File: src/verilog/ecc_pkg.sv
// Constants, codes and helpers for the external copy counter interface.
// How it works
// - Each counted sheet pulses total and key counter count outputs low together.
// - Large-size setting 1, 2 or 3 doubles only the key counter pulse for large sheets.
// - Coin controller or key card: copy allowed only while permit input is low.
// - Key counter: copy allowed only while presence input is low, else prompt.
// - Copy running goes low at least 30 ms before the total pulse starts.
// - Copy running returns high no sooner than 50 ms after exit pulse ends.
// - While copying is interrupted, copy running stays high until resumable.
// - Each exit sensor turn-on drives the exit count pulse low for 200 ms.
// - With each total pulse exactly one mode count pulse fires, 200 ms long.
// - The second count of a double count gets no mode count pulse.
// - Size lines carry A3 0100, A4 0101, A5-R 0110, B4 1100, B5 1101, else 0000.
// - Large paper output low for large size or unsized manual feed, else high.
// - Full colour mode output low while full colour selected, low after reset.
// - Twin/mono mode output low while twin or mono colour is selected.
// - Black mode output low while black mode is selected.
// - Selection: 0 none, 1 coin, 2 copy key card, 3 key counter, 4 alt card.
// - Copy key card selection is valid only when the region setting holds 2.
package ecc_pkg;
  localparam int CLK_HZ = 100_000_000;
  localparam int MS_CYC = CLK_HZ / 1000;
  localparam int LEAD_MS = 30;
  localparam int TAIL_MS = 50;
  localparam int EXIT_PULSE_MS = 200;
  localparam int MODE_PULSE_MS = 200;
  localparam int COUNT_PULSE_MS = 100;
  localparam int DOUBLE_GAP_MS = 100;
  localparam int EXIT_PULSE_CYC = EXIT_PULSE_MS * MS_CYC;
  localparam int MODE_PULSE_CYC = MODE_PULSE_MS * MS_CYC;
  localparam int COUNT_PULSE_CYC = COUNT_PULSE_MS * MS_CYC;
  localparam int DOUBLE_GAP_CYC = DOUBLE_GAP_MS * MS_CYC;
  // One extra tick covers the unknown phase of the millisecond divider.
  localparam logic [7:0] LEAD_TICKS = 8'(LEAD_MS + 1);
  localparam logic [7:0] TAIL_TICKS = 8'(TAIL_MS + 1);
  localparam logic [2:0] SEL_NONE = 3'h0;
  localparam logic [2:0] SEL_COIN = 3'h1;
  localparam logic [2:0] SEL_KEYCARD = 3'h2;
  localparam logic [2:0] SEL_KEYCTR = 3'h3;
  localparam logic [2:0] SEL_ALTCARD = 3'h4;
  localparam logic [3:0] REGION_KEYCARD = 4'h2;
  localparam logic [1:0] DBL_SINGLE = 2'h0;
  localparam logic [3:0] PEND_MAX = 4'hf;
  typedef enum logic [1:0] {
    MODE_FULL = 2'h0,
    MODE_TWIN = 2'h1,
    MODE_MONO = 2'h2,
    MODE_BLACK = 2'h3
  } ecc_mode_e;
  typedef enum logic [2:0] {
    PAPER_OTHER = 3'h0,
    PAPER_A3 = 3'h1,
    PAPER_A4 = 3'h2,
    PAPER_A5R = 3'h3,
    PAPER_B4 = 3'h4,
    PAPER_B5 = 3'h5
  } ecc_paper_e;
  localparam logic [3:0] SIZE_A3 = 4'h4;
  localparam logic [3:0] SIZE_A4 = 4'h5;
  localparam logic [3:0] SIZE_A5R = 4'h6;
  localparam logic [3:0] SIZE_B4 = 4'hc;
  localparam logic [3:0] SIZE_B5 = 4'hd;
  localparam logic [3:0] SIZE_OTHER = 4'h0;

  function automatic logic [3:0] ecc_size_code(input ecc_paper_e p);
    case (p)
      PAPER_A3: ecc_size_code = SIZE_A3;
      PAPER_A4: ecc_size_code = SIZE_A4;
      PAPER_A5R: ecc_size_code = SIZE_A5R;
      PAPER_B4: ecc_size_code = SIZE_B4;
      PAPER_B5: ecc_size_code = SIZE_B5;
      default: ecc_size_code = SIZE_OTHER;
    endcase
  endfunction
endpackage

File: src/verilog/ecc_ms_tick.sv
// Millisecond enable pulse divided down from the system clock.
`timescale 1ns/1ns
module ecc_ms_tick #(
  parameter int DIV = 100000
) (
  input wire logic mclk,
  input wire logic sys_rst,
  output logic tick
);
  localparam int W = $clog2(DIV + 1);
  localparam logic [W-1:0] LAST = W'(DIV - 1);
  logic [W-1:0] cnt_q;

  always_ff @(posedge mclk or posedge sys_rst)
  begin
    if (sys_rst)
    begin
      cnt_q <= '0;
      tick <= 1'b0;
    end
    else
    begin
      tick <= (cnt_q == LAST);
      cnt_q <= (cnt_q == LAST) ? '0 : cnt_q + 1'b1;
    end
  end
endmodule

File: src/verilog/ecc_pulse.sv
// Retriggerable one-shot that stays active for an exact number of cycles.
`timescale 1ns/1ns
module ecc_pulse #(
  parameter int LEN = 20000000
) (
  input wire logic mclk,
  input wire logic sys_rst,
  input wire logic start,
  input wire logic kill,
  output logic active
);
  localparam int W = $clog2(LEN + 1);
  localparam logic [W-1:0] LOAD = W'(LEN - 1);
  logic [W-1:0] cnt_q;

  always_ff @(posedge mclk or posedge sys_rst)
  begin
    if (sys_rst)
    begin
      cnt_q <= '0;
      active <= 1'b0;
    end
    else if (kill)
    begin
      cnt_q <= '0;
      active <= 1'b0;
    end
    else if (start)
    begin
      cnt_q <= LOAD;
      active <= 1'b1;
    end
    else if (cnt_q != '0)
      cnt_q <= cnt_q - 1'b1;
    else
      active <= 1'b0;
  end
endmodule

File: src/verilog/ecc_counter_if.sv
// Output and input logic toward an external coin, key card or key counter.
`timescale 1ns/1ns
module ecc_counter_if #(
  parameter int MS_DIV = ecc_pkg::MS_CYC,
  parameter int EXIT_CYC = ecc_pkg::EXIT_PULSE_CYC,
  parameter int MODE_CYC = ecc_pkg::MODE_PULSE_CYC,
  parameter int COUNT_CYC = ecc_pkg::COUNT_PULSE_CYC,
  parameter int GAP_CYC = ecc_pkg::DOUBLE_GAP_CYC
) (
  input wire logic mclk,
  input wire logic sys_rst,
  input wire logic [2:0] ctr_select,
  input wire logic [3:0] region_setting,
  input wire logic [1:0] large_count_setting,
  input wire ecc_pkg::ecc_mode_e copy_mode,
  input wire ecc_pkg::ecc_paper_e paper_size,
  input wire logic large_selected,
  input wire logic manual_no_size,
  input wire logic copy_active,
  input wire logic copy_interrupted,
  input wire logic sheet_count_event,
  input wire logic exit_sensor_event,
  input wire logic copy_permit_in_n,
  input wire logic keyctr_present_in_n,
  output logic copy_allowed,
  output logic set_counter_prompt,
  output logic total_count_pulse_n,
  output logic keyctr_count_pulse_n,
  output logic copy_running_out_n,
  output logic exit_count_pulse_n,
  output logic black_count_pulse_n,
  output logic mono_count_pulse_n,
  output logic fullcolor_count_pulse_n,
  output logic size_code_bit3,
  output logic size_code_bit2,
  output logic size_code_bit1,
  output logic size_code_bit0,
  output logic large_paper_out_n,
  output logic fullcolor_mode_out_n,
  output logic twin_mono_mode_out_n,
  output logic black_mode_out_n
);
  import ecc_pkg::*;
  typedef enum logic [3:0] {
    ST_IDLE = 4'h1,
    ST_FIRST = 4'h2,
    ST_GAP = 4'h4,
    ST_SECOND = 4'h8
  } ecc_state_e;
  ecc_state_e state_q, state_d;
  logic permit_m_q, permit_s_q, present_m_q, present_s_q;
  logic en_q, sel_valid, allowed_d, ms_tick, run_q, run_d, busy, dbl_q;
  logic [3:0] pend_q, size_q;
  logic [7:0] lead_q, tail_q;
  ecc_mode_e pulse_mode_q;
  logic fire, start_key, start_gap, total_act, key_act, mode_act;
  logic exit_act, gap_act, large_q, full_q, twin_q, black_q;
  // Permission lines come from the outside world and are synchronised first.
  always_ff @(posedge mclk or posedge sys_rst)
  begin
    if (sys_rst)
    begin
      permit_m_q <= 1'b1;
      permit_s_q <= 1'b1;
      present_m_q <= 1'b1;
      present_s_q <= 1'b1;
    end
    else
    begin
      permit_m_q <= copy_permit_in_n;
      permit_s_q <= permit_m_q;
      present_m_q <= keyctr_present_in_n;
      present_s_q <= present_m_q;
    end
  end
  // An unknown selection, or the copy key card outside its region, acts as
  // no counter at all rather than half-enabling the signal set.
  always_comb
  begin
    case (ctr_select)
      SEL_COIN, SEL_KEYCTR, SEL_ALTCARD: sel_valid = 1'b1;
      SEL_KEYCARD: sel_valid = (region_setting == REGION_KEYCARD);
      default: sel_valid = 1'b0;
    endcase
  end
  always_comb
  begin
    if (!sel_valid)
      allowed_d = 1'b1;
    else if (ctr_select == SEL_KEYCTR)
      allowed_d = !present_s_q;
    else
      allowed_d = !permit_s_q;
  end
  always_ff @(posedge mclk or posedge sys_rst)
  begin
    if (sys_rst)
    begin
      en_q <= 1'b0;
      copy_allowed <= 1'b1;
      set_counter_prompt <= 1'b0;
    end
    else
    begin
      en_q <= sel_valid;
      copy_allowed <= allowed_d;
      set_counter_prompt <= !allowed_d;
    end
  end
  ecc_ms_tick #(.DIV(MS_DIV)) u_tick (
    .mclk(mclk),
    .sys_rst(sys_rst),
    .tick(ms_tick)
  );
  // Sheets counted before the lead time has passed wait here, so up to 15
  // counts are kept when the engine reports sheets faster than the pulses run.
  always_ff @(posedge mclk or posedge sys_rst)
  begin
    if (sys_rst)
      pend_q <= '0;
    else if (!en_q)
      pend_q <= '0;
    else if (sheet_count_event && !fire && pend_q != PEND_MAX)
      pend_q <= pend_q + 1'b1;
    else if (fire && !sheet_count_event)
      pend_q <= pend_q - 1'b1;
  end
  always_comb
  begin
    state_d = state_q;
    fire = 1'b0;
    start_key = 1'b0;
    start_gap = 1'b0;
    case (state_q)
      ST_IDLE:
        if (pend_q != '0 && run_q && lead_q == LEAD_TICKS && !mode_act)
        begin
          fire = 1'b1;
          state_d = ST_FIRST;
        end
      ST_FIRST:
        if (!total_act && !key_act)
        begin
          start_gap = dbl_q;
          state_d = dbl_q ? ST_GAP : ST_IDLE;
        end
      ST_GAP:
        if (!gap_act)
        begin
          start_key = 1'b1;
          state_d = ST_SECOND;
        end
      ST_SECOND:
        if (!key_act)
          state_d = ST_IDLE;
      default: state_d = ST_IDLE;
    endcase
  end
  always_ff @(posedge mclk or posedge sys_rst)
  begin
    if (sys_rst)
      state_q <= ST_IDLE;
    else if (!en_q)
      state_q <= ST_IDLE;
    else
      state_q <= state_d;
  end
  // Only a large sheet with setting 1, 2 or 3 earns a second key counter pulse.
  always_ff @(posedge mclk or posedge sys_rst)
  begin
    if (sys_rst)
    begin
      dbl_q <= 1'b0;
      pulse_mode_q <= MODE_FULL;
    end
    else if (fire)
    begin
      dbl_q <= large_selected && (large_count_setting != DBL_SINGLE);
      pulse_mode_q <= copy_mode;
    end
  end
  ecc_pulse #(.LEN(COUNT_CYC)) u_total (
    .mclk(mclk),
    .sys_rst(sys_rst),
    .start(fire),
    .kill(!en_q),
    .active(total_act)
  );
  ecc_pulse #(.LEN(COUNT_CYC)) u_key (
    .mclk(mclk),
    .sys_rst(sys_rst),
    .start(fire || start_key),
    .kill(!en_q),
    .active(key_act)
  );
  ecc_pulse #(.LEN(GAP_CYC)) u_gap (
    .mclk(mclk),
    .sys_rst(sys_rst),
    .start(start_gap),
    .kill(!en_q),
    .active(gap_act)
  );
  // The mode pulse starts only from the first count of a sheet.
  ecc_pulse #(.LEN(MODE_CYC)) u_mode (
    .mclk(mclk),
    .sys_rst(sys_rst),
    .start(fire),
    .kill(!en_q),
    .active(mode_act)
  );
  ecc_pulse #(.LEN(EXIT_CYC)) u_exit (
    .mclk(mclk),
    .sys_rst(sys_rst),
    .start(exit_sensor_event && en_q),
    .kill(!en_q),
    .active(exit_act)
  );
  always_ff @(posedge mclk or posedge sys_rst)
  begin
    if (sys_rst)
      tail_q <= '0;
    else if (exit_act)
      tail_q <= TAIL_TICKS;
    else if (ms_tick && tail_q != '0)
      tail_q <= tail_q - 1'b1;
  end
  // Unless copying is interrupted, refused or disabled, the running window closes only once nothing of the sheet is left over.
  assign busy = (pend_q != '0) || (state_q != ST_IDLE) || total_act ||
                key_act || mode_act || exit_act || (tail_q != '0);
  assign run_d = en_q && copy_allowed && !copy_interrupted &&
                 (copy_active || busy);
  always_ff @(posedge mclk or posedge sys_rst)
  begin
    if (sys_rst)
      run_q <= 1'b0;
    else
      run_q <= run_d;
  end
  // The lead count restarts whenever the window reopens after a pause.
  always_ff @(posedge mclk or posedge sys_rst)
  begin
    if (sys_rst)
      lead_q <= '0;
    else if (!run_q)
      lead_q <= '0;
    else if (ms_tick && lead_q != LEAD_TICKS)
      lead_q <= lead_q + 1'b1;
  end
  // Static level outputs follow the panel selection every cycle while a valid counter is selected.
  always_ff @(posedge mclk or posedge sys_rst)
  begin
    if (sys_rst)
    begin
      size_q <= SIZE_OTHER;
      large_q <= 1'b0;
      full_q <= 1'b1;
      twin_q <= 1'b0;
      black_q <= 1'b0;
    end
    else
    begin
      size_q <= en_q ? ecc_size_code(paper_size) : SIZE_OTHER;
      large_q <= en_q && (large_selected || manual_no_size);
      full_q <= en_q && copy_mode == MODE_FULL;
      twin_q <= en_q && (copy_mode == MODE_TWIN ||
                         copy_mode == MODE_MONO);
      black_q <= en_q && copy_mode == MODE_BLACK;
    end
  end
  assign total_count_pulse_n = !total_act;
  assign keyctr_count_pulse_n = !key_act;
  assign copy_running_out_n = !run_q;
  assign exit_count_pulse_n = !exit_act;
  assign black_count_pulse_n =
    !(mode_act && pulse_mode_q == MODE_BLACK);
  assign mono_count_pulse_n = !(mode_act && (pulse_mode_q == MODE_TWIN ||
                                pulse_mode_q == MODE_MONO));
  assign fullcolor_count_pulse_n =
    !(mode_act && pulse_mode_q == MODE_FULL);
  assign {size_code_bit3, size_code_bit2, size_code_bit1,
          size_code_bit0} = size_q;
  assign large_paper_out_n = !large_q;
  assign fullcolor_mode_out_n = !full_q;
  assign twin_mono_mode_out_n = !twin_q;
  assign black_mode_out_n = !black_q;
endmodule

File: config.mk
export PLATFORM = sky130hd
export DESIGN_NAME = ecc_counter_if
export DESIGN_NICKNAME = d
export VERILOG_FILES = /design/src/verilog/ecc_pkg.sv /design/src/verilog/ecc_ms_tick.sv /design/src/verilog/ecc_pulse.sv /design/src/verilog/ecc_counter_if.sv
export SDC_FILE = /design/constraint.sdc
export NUM_CORES = 1
export LEC_CHECK = 0
export ABC_CLOCK_PERIOD_IN_PS = 9500
export BUFFER_PORTS_ARGS = -buffer_cell sky130_fd_sc_hd__buf_2
export CAP_MARGIN = 0
export CORE_UTILIZATION = 40
export DETAILED_ROUTE_END_ITERATION = 12
export PLACE_DENSITY = 0.62
export SYNTH_ARGS = -nofsm -noshare
export SYNTH_HDL_FRONTEND = slang
export SYNTH_SLANG_ARGS = --single-unit
File: constraint.sdc
create_clock -name mclk -period 9.5 [get_ports mclk]
set_clock_uncertainty 0.1 [all_clocks]
set_input_delay 2.85 -clock mclk [delete_from_list [all_inputs] [get_ports mclk]]
set_output_delay 2.85 -clock mclk [all_outputs]
set_load 0.1 [all_outputs]
==> results of run 1 <==
## kinds of logic (layout without fill, tap and decap cells)
family,after synthesis,in the layout,share of synthesized area
AOI/OAI and AO/OA,214,214,0.1409
xor gates and xnor gates,88,88,0.07962
adders and majority gates,16,16,0.02146
buffers and inverters,67,116,0.02714
DFF,188,188,0.4869
muxes,13,13,0.01383
and+or+nand+nor,410,410,0.2302
## through the flow
step           utilization  setup slack, ps  hold WS (ps)  power, mW
5_1_grt             0.4590             4862         267.0      1.776
4_1_cts             0.4590             4926         258.2      1.733
3_3_place_gp        0.4330             4852         246.2     0.9748
2_1_floorplan            -             1448         245.2     0.9411
3_5_place_dp        0.4330             4852         246.9     0.9775
6_report            0.4590             4940         259.4      1.710
## per-layer routing
layer | global-route usage | routed length (um) | up-vias
li1 | - | - | 3723
met1 | 0.2370 | 10020 | 3736
met2 | 0.2821 | 9346 | 81
met3 | 0.02698 | 445 | 16
met4 | 0.06611 | 280 | 0
met5 | 0 | 0 | -
## placed cells by master, fill, tap and decap left out, drive strengths merged, types with 29 or more instances in the layout
cell   instances
a21oi         78
buf           49
dfrtp        181
inv           38
nand2         55
nand3         29
nor2          95
nor3          52
nor4          31
o21ai         45
or3           32
or4           32
xnor2         43
xor2          45
## registers in the layout (all words and copies together) (netlist names), 4 cells and up
signal and cells:
pend_q 4, tail_q 8, u_key.cnt_q 24, state_q 4, u_exit.cnt_q 25, size_q 4, u_gap.cnt_q 24, lead_q 8
u_tick.cnt_q 17, u_total.cnt_q 24, u_mode.cnt_q 25
## worst max-delay path: stages (launching register included)
cell     delay (ps)
dfrtp_1         350
inv_1            60
ha_1            290
nand2_1          60
buf_2           420
## power by group
group	switching [mW]	internal [mW]	total [mW]
sequential	0.0123	0.815	0.828
combinational	0.0949	0.0375	0.132
clock	0.318	0.431	0.750
total	0.426	1.28	1.71
## worst max-delay path by stage
stage	end	slack, ps	cells past startpoint
floorplan	black_q$_DFF_PP0_	1450	1
global placement	u_key.active$_DFFE_PP0P_	4850	3
detailed placement	u_key.cnt_q[2]$_DFFE_PP0P_	4850	3
CTS	mono_count_pulse_n	4930	4
global route	mono_count_pulse_n	4860	4
finish	mono_count_pulse_n	4940	4
## synth_stat cells, types with 6 or more instances
library cell | n | area (sq um)
nor2_1 | 95 | 356.6
nand3_1 | 29 | 145.1
mux2i_1 | 10 | 100.1
dfstp_2 | 7 | 183.9
nand4_1 | 18 | 112.6
o21ai_0 | 45 | 225.2
a21oi_1 | 77 | 385.4
o21a_1 | 10 | 75.07
a211oi_1 | 6 | 45.04
nand2_1 | 55 | 206.5
a311oi_1 | 7 | 61.31
or4_1 | 31 | 232.7
or2_2 | 11 | 68.82
o211ai_1 | 13 | 97.59
xnor2_1 | 43 | 376.6
nand2b_1 | 10 | 62.56
ha_1 | 15 | 187.7
dfrtp_1 | 181 | 4529
nor3_1 | 51 | 255.2
nor4_1 | 27 | 168.9
o31ai_1 | 20 | 150.1
clkbuf_1 | 25 | 93.84
and2_1 | 7 | 43.79
o31a_1 | 7 | 61.31
xor2_1 | 45 | 394.1
inv_1 | 34 | 127.6
or3_1 | 32 | 200.2
o41ai_1 | 6 | 52.55
## final cells by class
class                           count  share of cell area
Clock buffer                       20             0.04213
Clock inverter                     12             0.01466
Inverter                           35             0.01281
Multi-Input combinational cell    741              0.4340
Sequential cell                   188              0.4348
Tap cell                          319             0.03682
Timing Repair Buffer               49             0.02470
==> key figures, run 1 <==
Run status
  • Status: completed

Placement
  • GPL Wtd Cong: 0.7780
  • Hpwl dp: 13290 um
  • Input/output buffers: 40
  • Cell Area, Placed: 10220 sq um
  • Placed instance count: 1332

Final layout
  • Area Growth Syn to Fin: 11.97%
  • Post-route cell area: 10840 sq um
  • Multi-input logic area: 4705 sq um
  • Fill count: 2213
  • Ant. Diodes: 0
  • Layout cell share with drive strength beyond 1: 0.1120
  • Sequential Area: 4713 sq um
  • Nets: 1072
  • Post-Layout Cell Count: 1364

Synthesis
  • Proportion of synthesized chip area in sequential cells: 0.4869
  • Async S/R FF share, synth: 1.000
  • Mapped Area: 9681 sq um
  • Post-Syn Instances: 996
  • Avg Cell Area, Syn: 9.719 sq um
  • Yosys cell types: 66
  • Main flop type after synthesis: dfrtp_1
  • Warnings from Yosys: 0
  • Number of flops mapped to enable cells by yosys: 0
  • Flops & latches, synth: 188
  • Syn nets: 1036

Global routing
  • Initial antenna violation count: 0
  • Number of global-route vias before repair: 7352
  • First-pass GRT wire length: 34940 um
  • Gr ovfl total: 0
  • GRT Util Overall: 0.1751
  • Maximum number of pins on one net before global-route repair: 124

Pwr
  • Pwr Density: 157.8 nW/um^2
  • Static leakage: 4.870 nW
  • Worst vdd ir: 0.0001194 V

Clock tree
  • Setup Buffers After CTS: 0
  • CTS Root Cell: clkbuf_16
  • CTS tree: built
  • CTS H-Tree Depth: 4
  • Resize count post-CTS: 0
  • Worst skew pair latency: 440 ps
  • Num CTS Buffers: 17
  • Clk sink count: 188
  • Clock Pin Slew Worst Setup and Hold Paths: 70 ps
  • Cts hold-fix bufs: 0
  • Clk buf depth: 2

Route
  • Antenna-violating nets left: 0
  • Drc violations: 0
  • Routed WL per cell: 14.73 um
  • Vias: 7556
  • Post-detailed-routing wire length: 20100 um
  • Vias per std cell: 5.540
  • DRT Pass-1 Iters: 5
  • Drt initial violations: 440

Setup path
  • Crit. Startpoint: pulse_mode_q[0]$_DFFE_PP0P_
  • CP endpoint kind: output port
  • Worst Path Arrival: 1610 ps
  • R2R depth: 5
  • Critical Path RT: 6550 ps
  • Startpoint types: register
  • R2r setup slk: 6080 ps
  • Kind of critical path: register to output port
  • Worst r2r src: u_total.cnt_q[14]$_DFFE_PP0P_
  • Reg-to-Reg End: u_total.cnt_q[1]$_DFFE_PP0P_
  • Max FO, Critical Path: 2

Hold path
  • Worst hold path depth: 0
  • Min-Delay Path Class: register to register
  • Worst hold start: present_m_q$_DFF_PP1_
  • Hold Path Sink: present_s_q$_DFF_PP1_

STA
  • Max-slew violations: 0
  • Worst slew pin tran: 860.6 ps
  • Crit share post-route: 0.4800
  • Relative slew slack: 0.4210
  • Crit path time final: 4560 ps
  • Final Hold Viols: 0
  • Endpoints failing setup: 0
  • Max Fclk: 219.3 MHz
  • RSZ-0062 raised after global routing: false
  • Setup tns final: 0 ps

Floorplanning
  • Initial Utilization: 0.4100
  • Site row count: 56
  • Core Box Area: 23610 sq um
  • DIE AREA: 24830 sq um
  • Top Ports: 41
  • DIE HEIGHT: 157.6 um
  • Chip width: 157.6 um

Flow run
  • Max Cap Violations: 0
(Power assumes the default switching activity.)
==> inputs of run 2 (changes only) <==
--- a/config.mk
+++ b/config.mk
@@ -5,7 +5,8 @@
 export SDC_FILE = /design/constraint.sdc
 export NUM_CORES = 1
 export LEC_CHECK = 0
-export ABC_CLOCK_PERIOD_IN_PS = 9500
+export ABC_AREA = 1
+export ABC_CLOCK_PERIOD_IN_PS = 4600
 export BUFFER_PORTS_ARGS = -buffer_cell sky130_fd_sc_hd__buf_2
 export CAP_MARGIN = 0
 export CORE_UTILIZATION = 40
==> constraint.sdc (replaced) <==
create_clock -name mclk -period 4.6 [get_ports mclk]
set_clock_uncertainty 0.1 [all_clocks]
set_input_delay 1.38 -clock mclk [delete_from_list [all_inputs] [get_ports mclk]]
set_output_delay 1.38 -clock mclk [all_outputs]
set_load 0.1 [all_outputs]
==> key figures, run 2 <==
Floorplanning
  • Top Ports: 41 (unchanged)
  • DIE AREA: 28060 sq um (+13%)
  • Initial Utilization: 0.4077 (-0.002244)
  • Core Box Area: 26880 sq um (+14%)
  • Site row count: 60 (+7.1%)
  • Chip width: 167.5 um (+6.3%)
  • DIE HEIGHT: 167.5 um (+6.3%)

Clock tree
  • CTS Root Cell: clkbuf_16
  • Clk buf depth: 2 (unchanged)
  • Resize count post-CTS: 0 (unchanged)
  • Clk sink count: 188 (unchanged)
  • Setup Buffers After CTS: 0 (unchanged)
  • CTS tree: built
  • Num CTS Buffers: 17 (unchanged)
  • Worst skew pair latency: 450 ps (about the same)
  • Clock Pin Slew Worst Setup and Hold Paths: 90 ps (+20 ps)
  • Cts hold-fix bufs: 0 (unchanged)
  • CTS H-Tree Depth: 4 (unchanged)

Pwr
  • Pwr Density: 685.9 nW/um^2 (+330%)
  • Reg power frac: 0.292 (-0.192)
  • Sw Share: 0.4844 (+0.2355)
  • Static leakage: 6.321 nW (+30%)
  • Worst vdd ir: 0.0003498 V (+190%)
  • P_int: 4.298 mW (+230%)
  • Psw: 4.038 mW (+850%)
  • Overall power: 8.335 mW (+390%)
  • Combinational power share: 0.520 (+0.443)
  • Clock power frac: 0.188 (-0.250)

Global routing
  • Maximum number of pins on one net before global-route repair: 80 (-35%)
  • Number of global-route vias before repair: 9139 (+24%)
  • Gr ovfl total: 0 (unchanged)
  • Initial antenna violation count: 1 (+1)
  • First-pass GRT wire length: 43430 um (+24%)
  • GRT Util Overall: 0.1896 (+0.01445)

Flow run
  • Max Cap Violations: 0 (unchanged)

Synthesis
  • Yosys cell types: 48 (-27%)
  • Most common cell in the netlist: nor2_1
  • Avg Cell Area, Syn: 7.200 sq um (-26%)
  • Post-Syn Instances: 1522 (+53%)
  • Warnings from Yosys: 0 (unchanged)
  • Share of the synthesized area in the top cell type: 0.4133 (-0.05455)
  • Syn nets: 1562 (+51%)
  • Proportion of synthesized chip area in sequential cells: 0.4301 (-0.05676)
  • Largest area contributor in the netlist: dfrtp_1
  • Flops & latches, synth: 188 (unchanged)
  • Post-synth top cells: 356 x nor2_1, 317 x nand2_1, 181 x dfrtp_1, 171 x inv_1, 115 x nand3_1
  • Top cells by area, synth: dfrtp_1 41%, nor2_1 12%, nand2_1 11%, inv_1 5.9%, nand3_1 5.3%
  • Async S/R FF share, synth: 1.000 (unchanged)
  • Number of flops mapped to enable cells by yosys: 0 (unchanged)
  • Mapped Area: 10960 sq um (+13%)
  • Main flop type after synthesis: dfrtp_1

STA
  • Crit share post-route: 0.6768
  • Max Fclk: 321.2 MHz
  • Endpoints failing setup: 0 (unchanged)
  • PnR worst setup slack: 1487 ps (-3454 ps)
  • Final Hold Viols: 0 (unchanged)
  • Hold slack: 263.4 ps (+4.055 ps)
  • Worst slew pin tran: 849.2 ps (-11.36 ps)
  • Setup tns final: 0 ps (unchanged)
  • Crit path time final: 3113 ps
  • Relative slew slack: 0.4327 (+0.01167)
  • Max-slew violations: 0 (unchanged)
  • RSZ-0062 raised after global routing: false

Setup path
  • Slowest Stage Delay on Critical Path: 420 ps (about the same)
  • Family with the most delay on the worst path: buffers and inverters
  • R2R depth: 10 (+5)
  • CP endpoint kind: output port
  • Slowest CP cell: buf_2
  • Kind of critical path: register to output port
  • Max FO, Critical Path: 3 (+1)
  • Crit path cell chain: inv_1 -> ha_1 -> nand2_1 -> buf_2
  • Startpoint types: register
  • Bufs and invs on worst path: 2 (unchanged)
  • Worst path depth: 4 (unchanged)
  • Worst Path Arrival: 1630 ps (+20 ps)
  • Critical Path RT: 3120 ps (-3430 ps)

Placement
  • GPL Wtd Cong: 0.8945 (+15%)
  • Dpl ws: 1521 ps (-3332 ps)
  • Placed instance count: 1886 (+42%)
  • Input/output buffers: 40 (unchanged)
  • Cell Area, Placed: 11510 sq um (+13%)
  • Hpwl dp: 18470 um (+39%)

Final layout
  • Nets: 1604 (+50%)
  • Commonest cells after routing, fill and taps aside: 356 x nor2_1, 317 x nand2_1, 180 x dfrtp_1
  • Post-layout util: 0.4521 (-0.006898)
  • Largest regs: u_exit.cnt_q (25), u_mode.cnt_q (25)
  • Layout cell share with drive strength beyond 1: 0.08624 (-0.02572)
  • Area Growth Syn to Fin: 10.89%
  • Post-route cell area: 12150 sq um (+12%)
  • Commonest non-fill, non-tap cell in the layout: nor2_1
  • Post-Layout Cell Count: 1918 (+41%)
  • Ant. Diodes: 0 (unchanged)

Run status
  • Status: completed

Route
  • Routed WL per cell: 13.18 um (-11%)
  • Post-detailed-routing wire length: 25270 um (+26%)
  • Drc violations: 0 (unchanged)
  • DRT Pass-1 Iters: 5 (unchanged)
  • Drt initial violations: 679 (+54%)
  • Vias per std cell: 5.020 (-9.4%)
  • Antenna-violating nets left: 0 (unchanged)
  • Vias: 9629 (+27%)

Hold path
  • Min-Delay Path Class: register to register
  • Worst hold path depth: 0 (unchanged)
==> run 2: cell types whose count changed after synthesis, sizes merged, moves of 29 or more <==
cell / previous run / this run
or3: 32 / 0
inv: 34 / 178
nand2: 55 / 328
nand3: 29 / 118
xnor2: 43 / 14
nand4: 18 / 67
nor4: 31 / 1
nor2: 95 / 365
or4: 32 / 0
a21oi: 78 / 49
==> run 2: cell type report <==
class | count | area [sq um]
Clock buffer | 17 | 425.4
Clock inverter | 15 | 219.0
Fill cell | 2745 | 14720
Inverter | 181 | 685.7
Multi-Input combinational cell | 1130 | 5410
Sequential cell | 188 | 4715
Tap cell | 341 | 426.7
Timing Repair Buffer | 46 | 270.3
==> run 2: per-layer routing <==
metal	vias up	wire, um	global-route usage
met1	4498	12030	0.2468
met2	125	12180	0.3236
met3	32	653	0.03096
met4	2	386	0.05544
met5	-	13	0
li1	4972	-	-
==> run 2: kinds of logic (layout without fill, tap and decap cells) <==
| kind of cell | Yosys count | count (layout) | synth area share |
|---|---|---|---|
| flip-flops | 188 | 188 | 0.4301 |
| XOR/XNOR | 44 | 44 | 0.03517 |
| AO/OA/AOI/OAI | 137 | 137 | 0.07011 |
| multiplexers | 1 | 1 | 0.0009135 |
| adder cells (fa/ha/maj) | 16 | 16 | 0.01895 |
| AND/OR/NAND/NOR | 932 | 932 | 0.3686 |
| buffers and inverters | 204 | 259 | 0.07616 |
==> run 2: final timing paths <==
path,end,start,slack (ps)
setup / recovery,mono_count_pulse_n,pulse_mode_q[0]$_DFFE_PP0P_,1490
hold / removal,permit_s_q$_DFF_PP1_,permit_m_q$_DFF_PP1_,260
setup reg to reg,u_total.cnt_q[23]$_DFFE_PP0P_,lead_q[0]$_DFFE_PP0P_,2000
hold reg to reg,permit_s_q$_DFF_PP1_,permit_m_q$_DFF_PP1_,260
max in group asynchronous,u_total.cnt_q[13]$_DFFE_PP0P_,sys_rst,2510
min in group asynchronous,u_tick.cnt_q[7]$_DFF_PP0_,sys_rst,970
==> run 2: power groups by stage <==
| stage | Clock (mW) | Sequential [mW] | Combinational (mW) |
|---|---|---|---|
| global route | 1.67 | 2.49 | 5.02 |
| CTS | 1.62 | 2.43 | 4.34 |
| global placement | 0 | 2.45 | 4.27 |
| detailed placement | 0 | 2.45 | 4.32 |
| finish | 1.57 | 2.43 | 4.33 |
| floorplan | 0 | 2.36 | 3.57 |
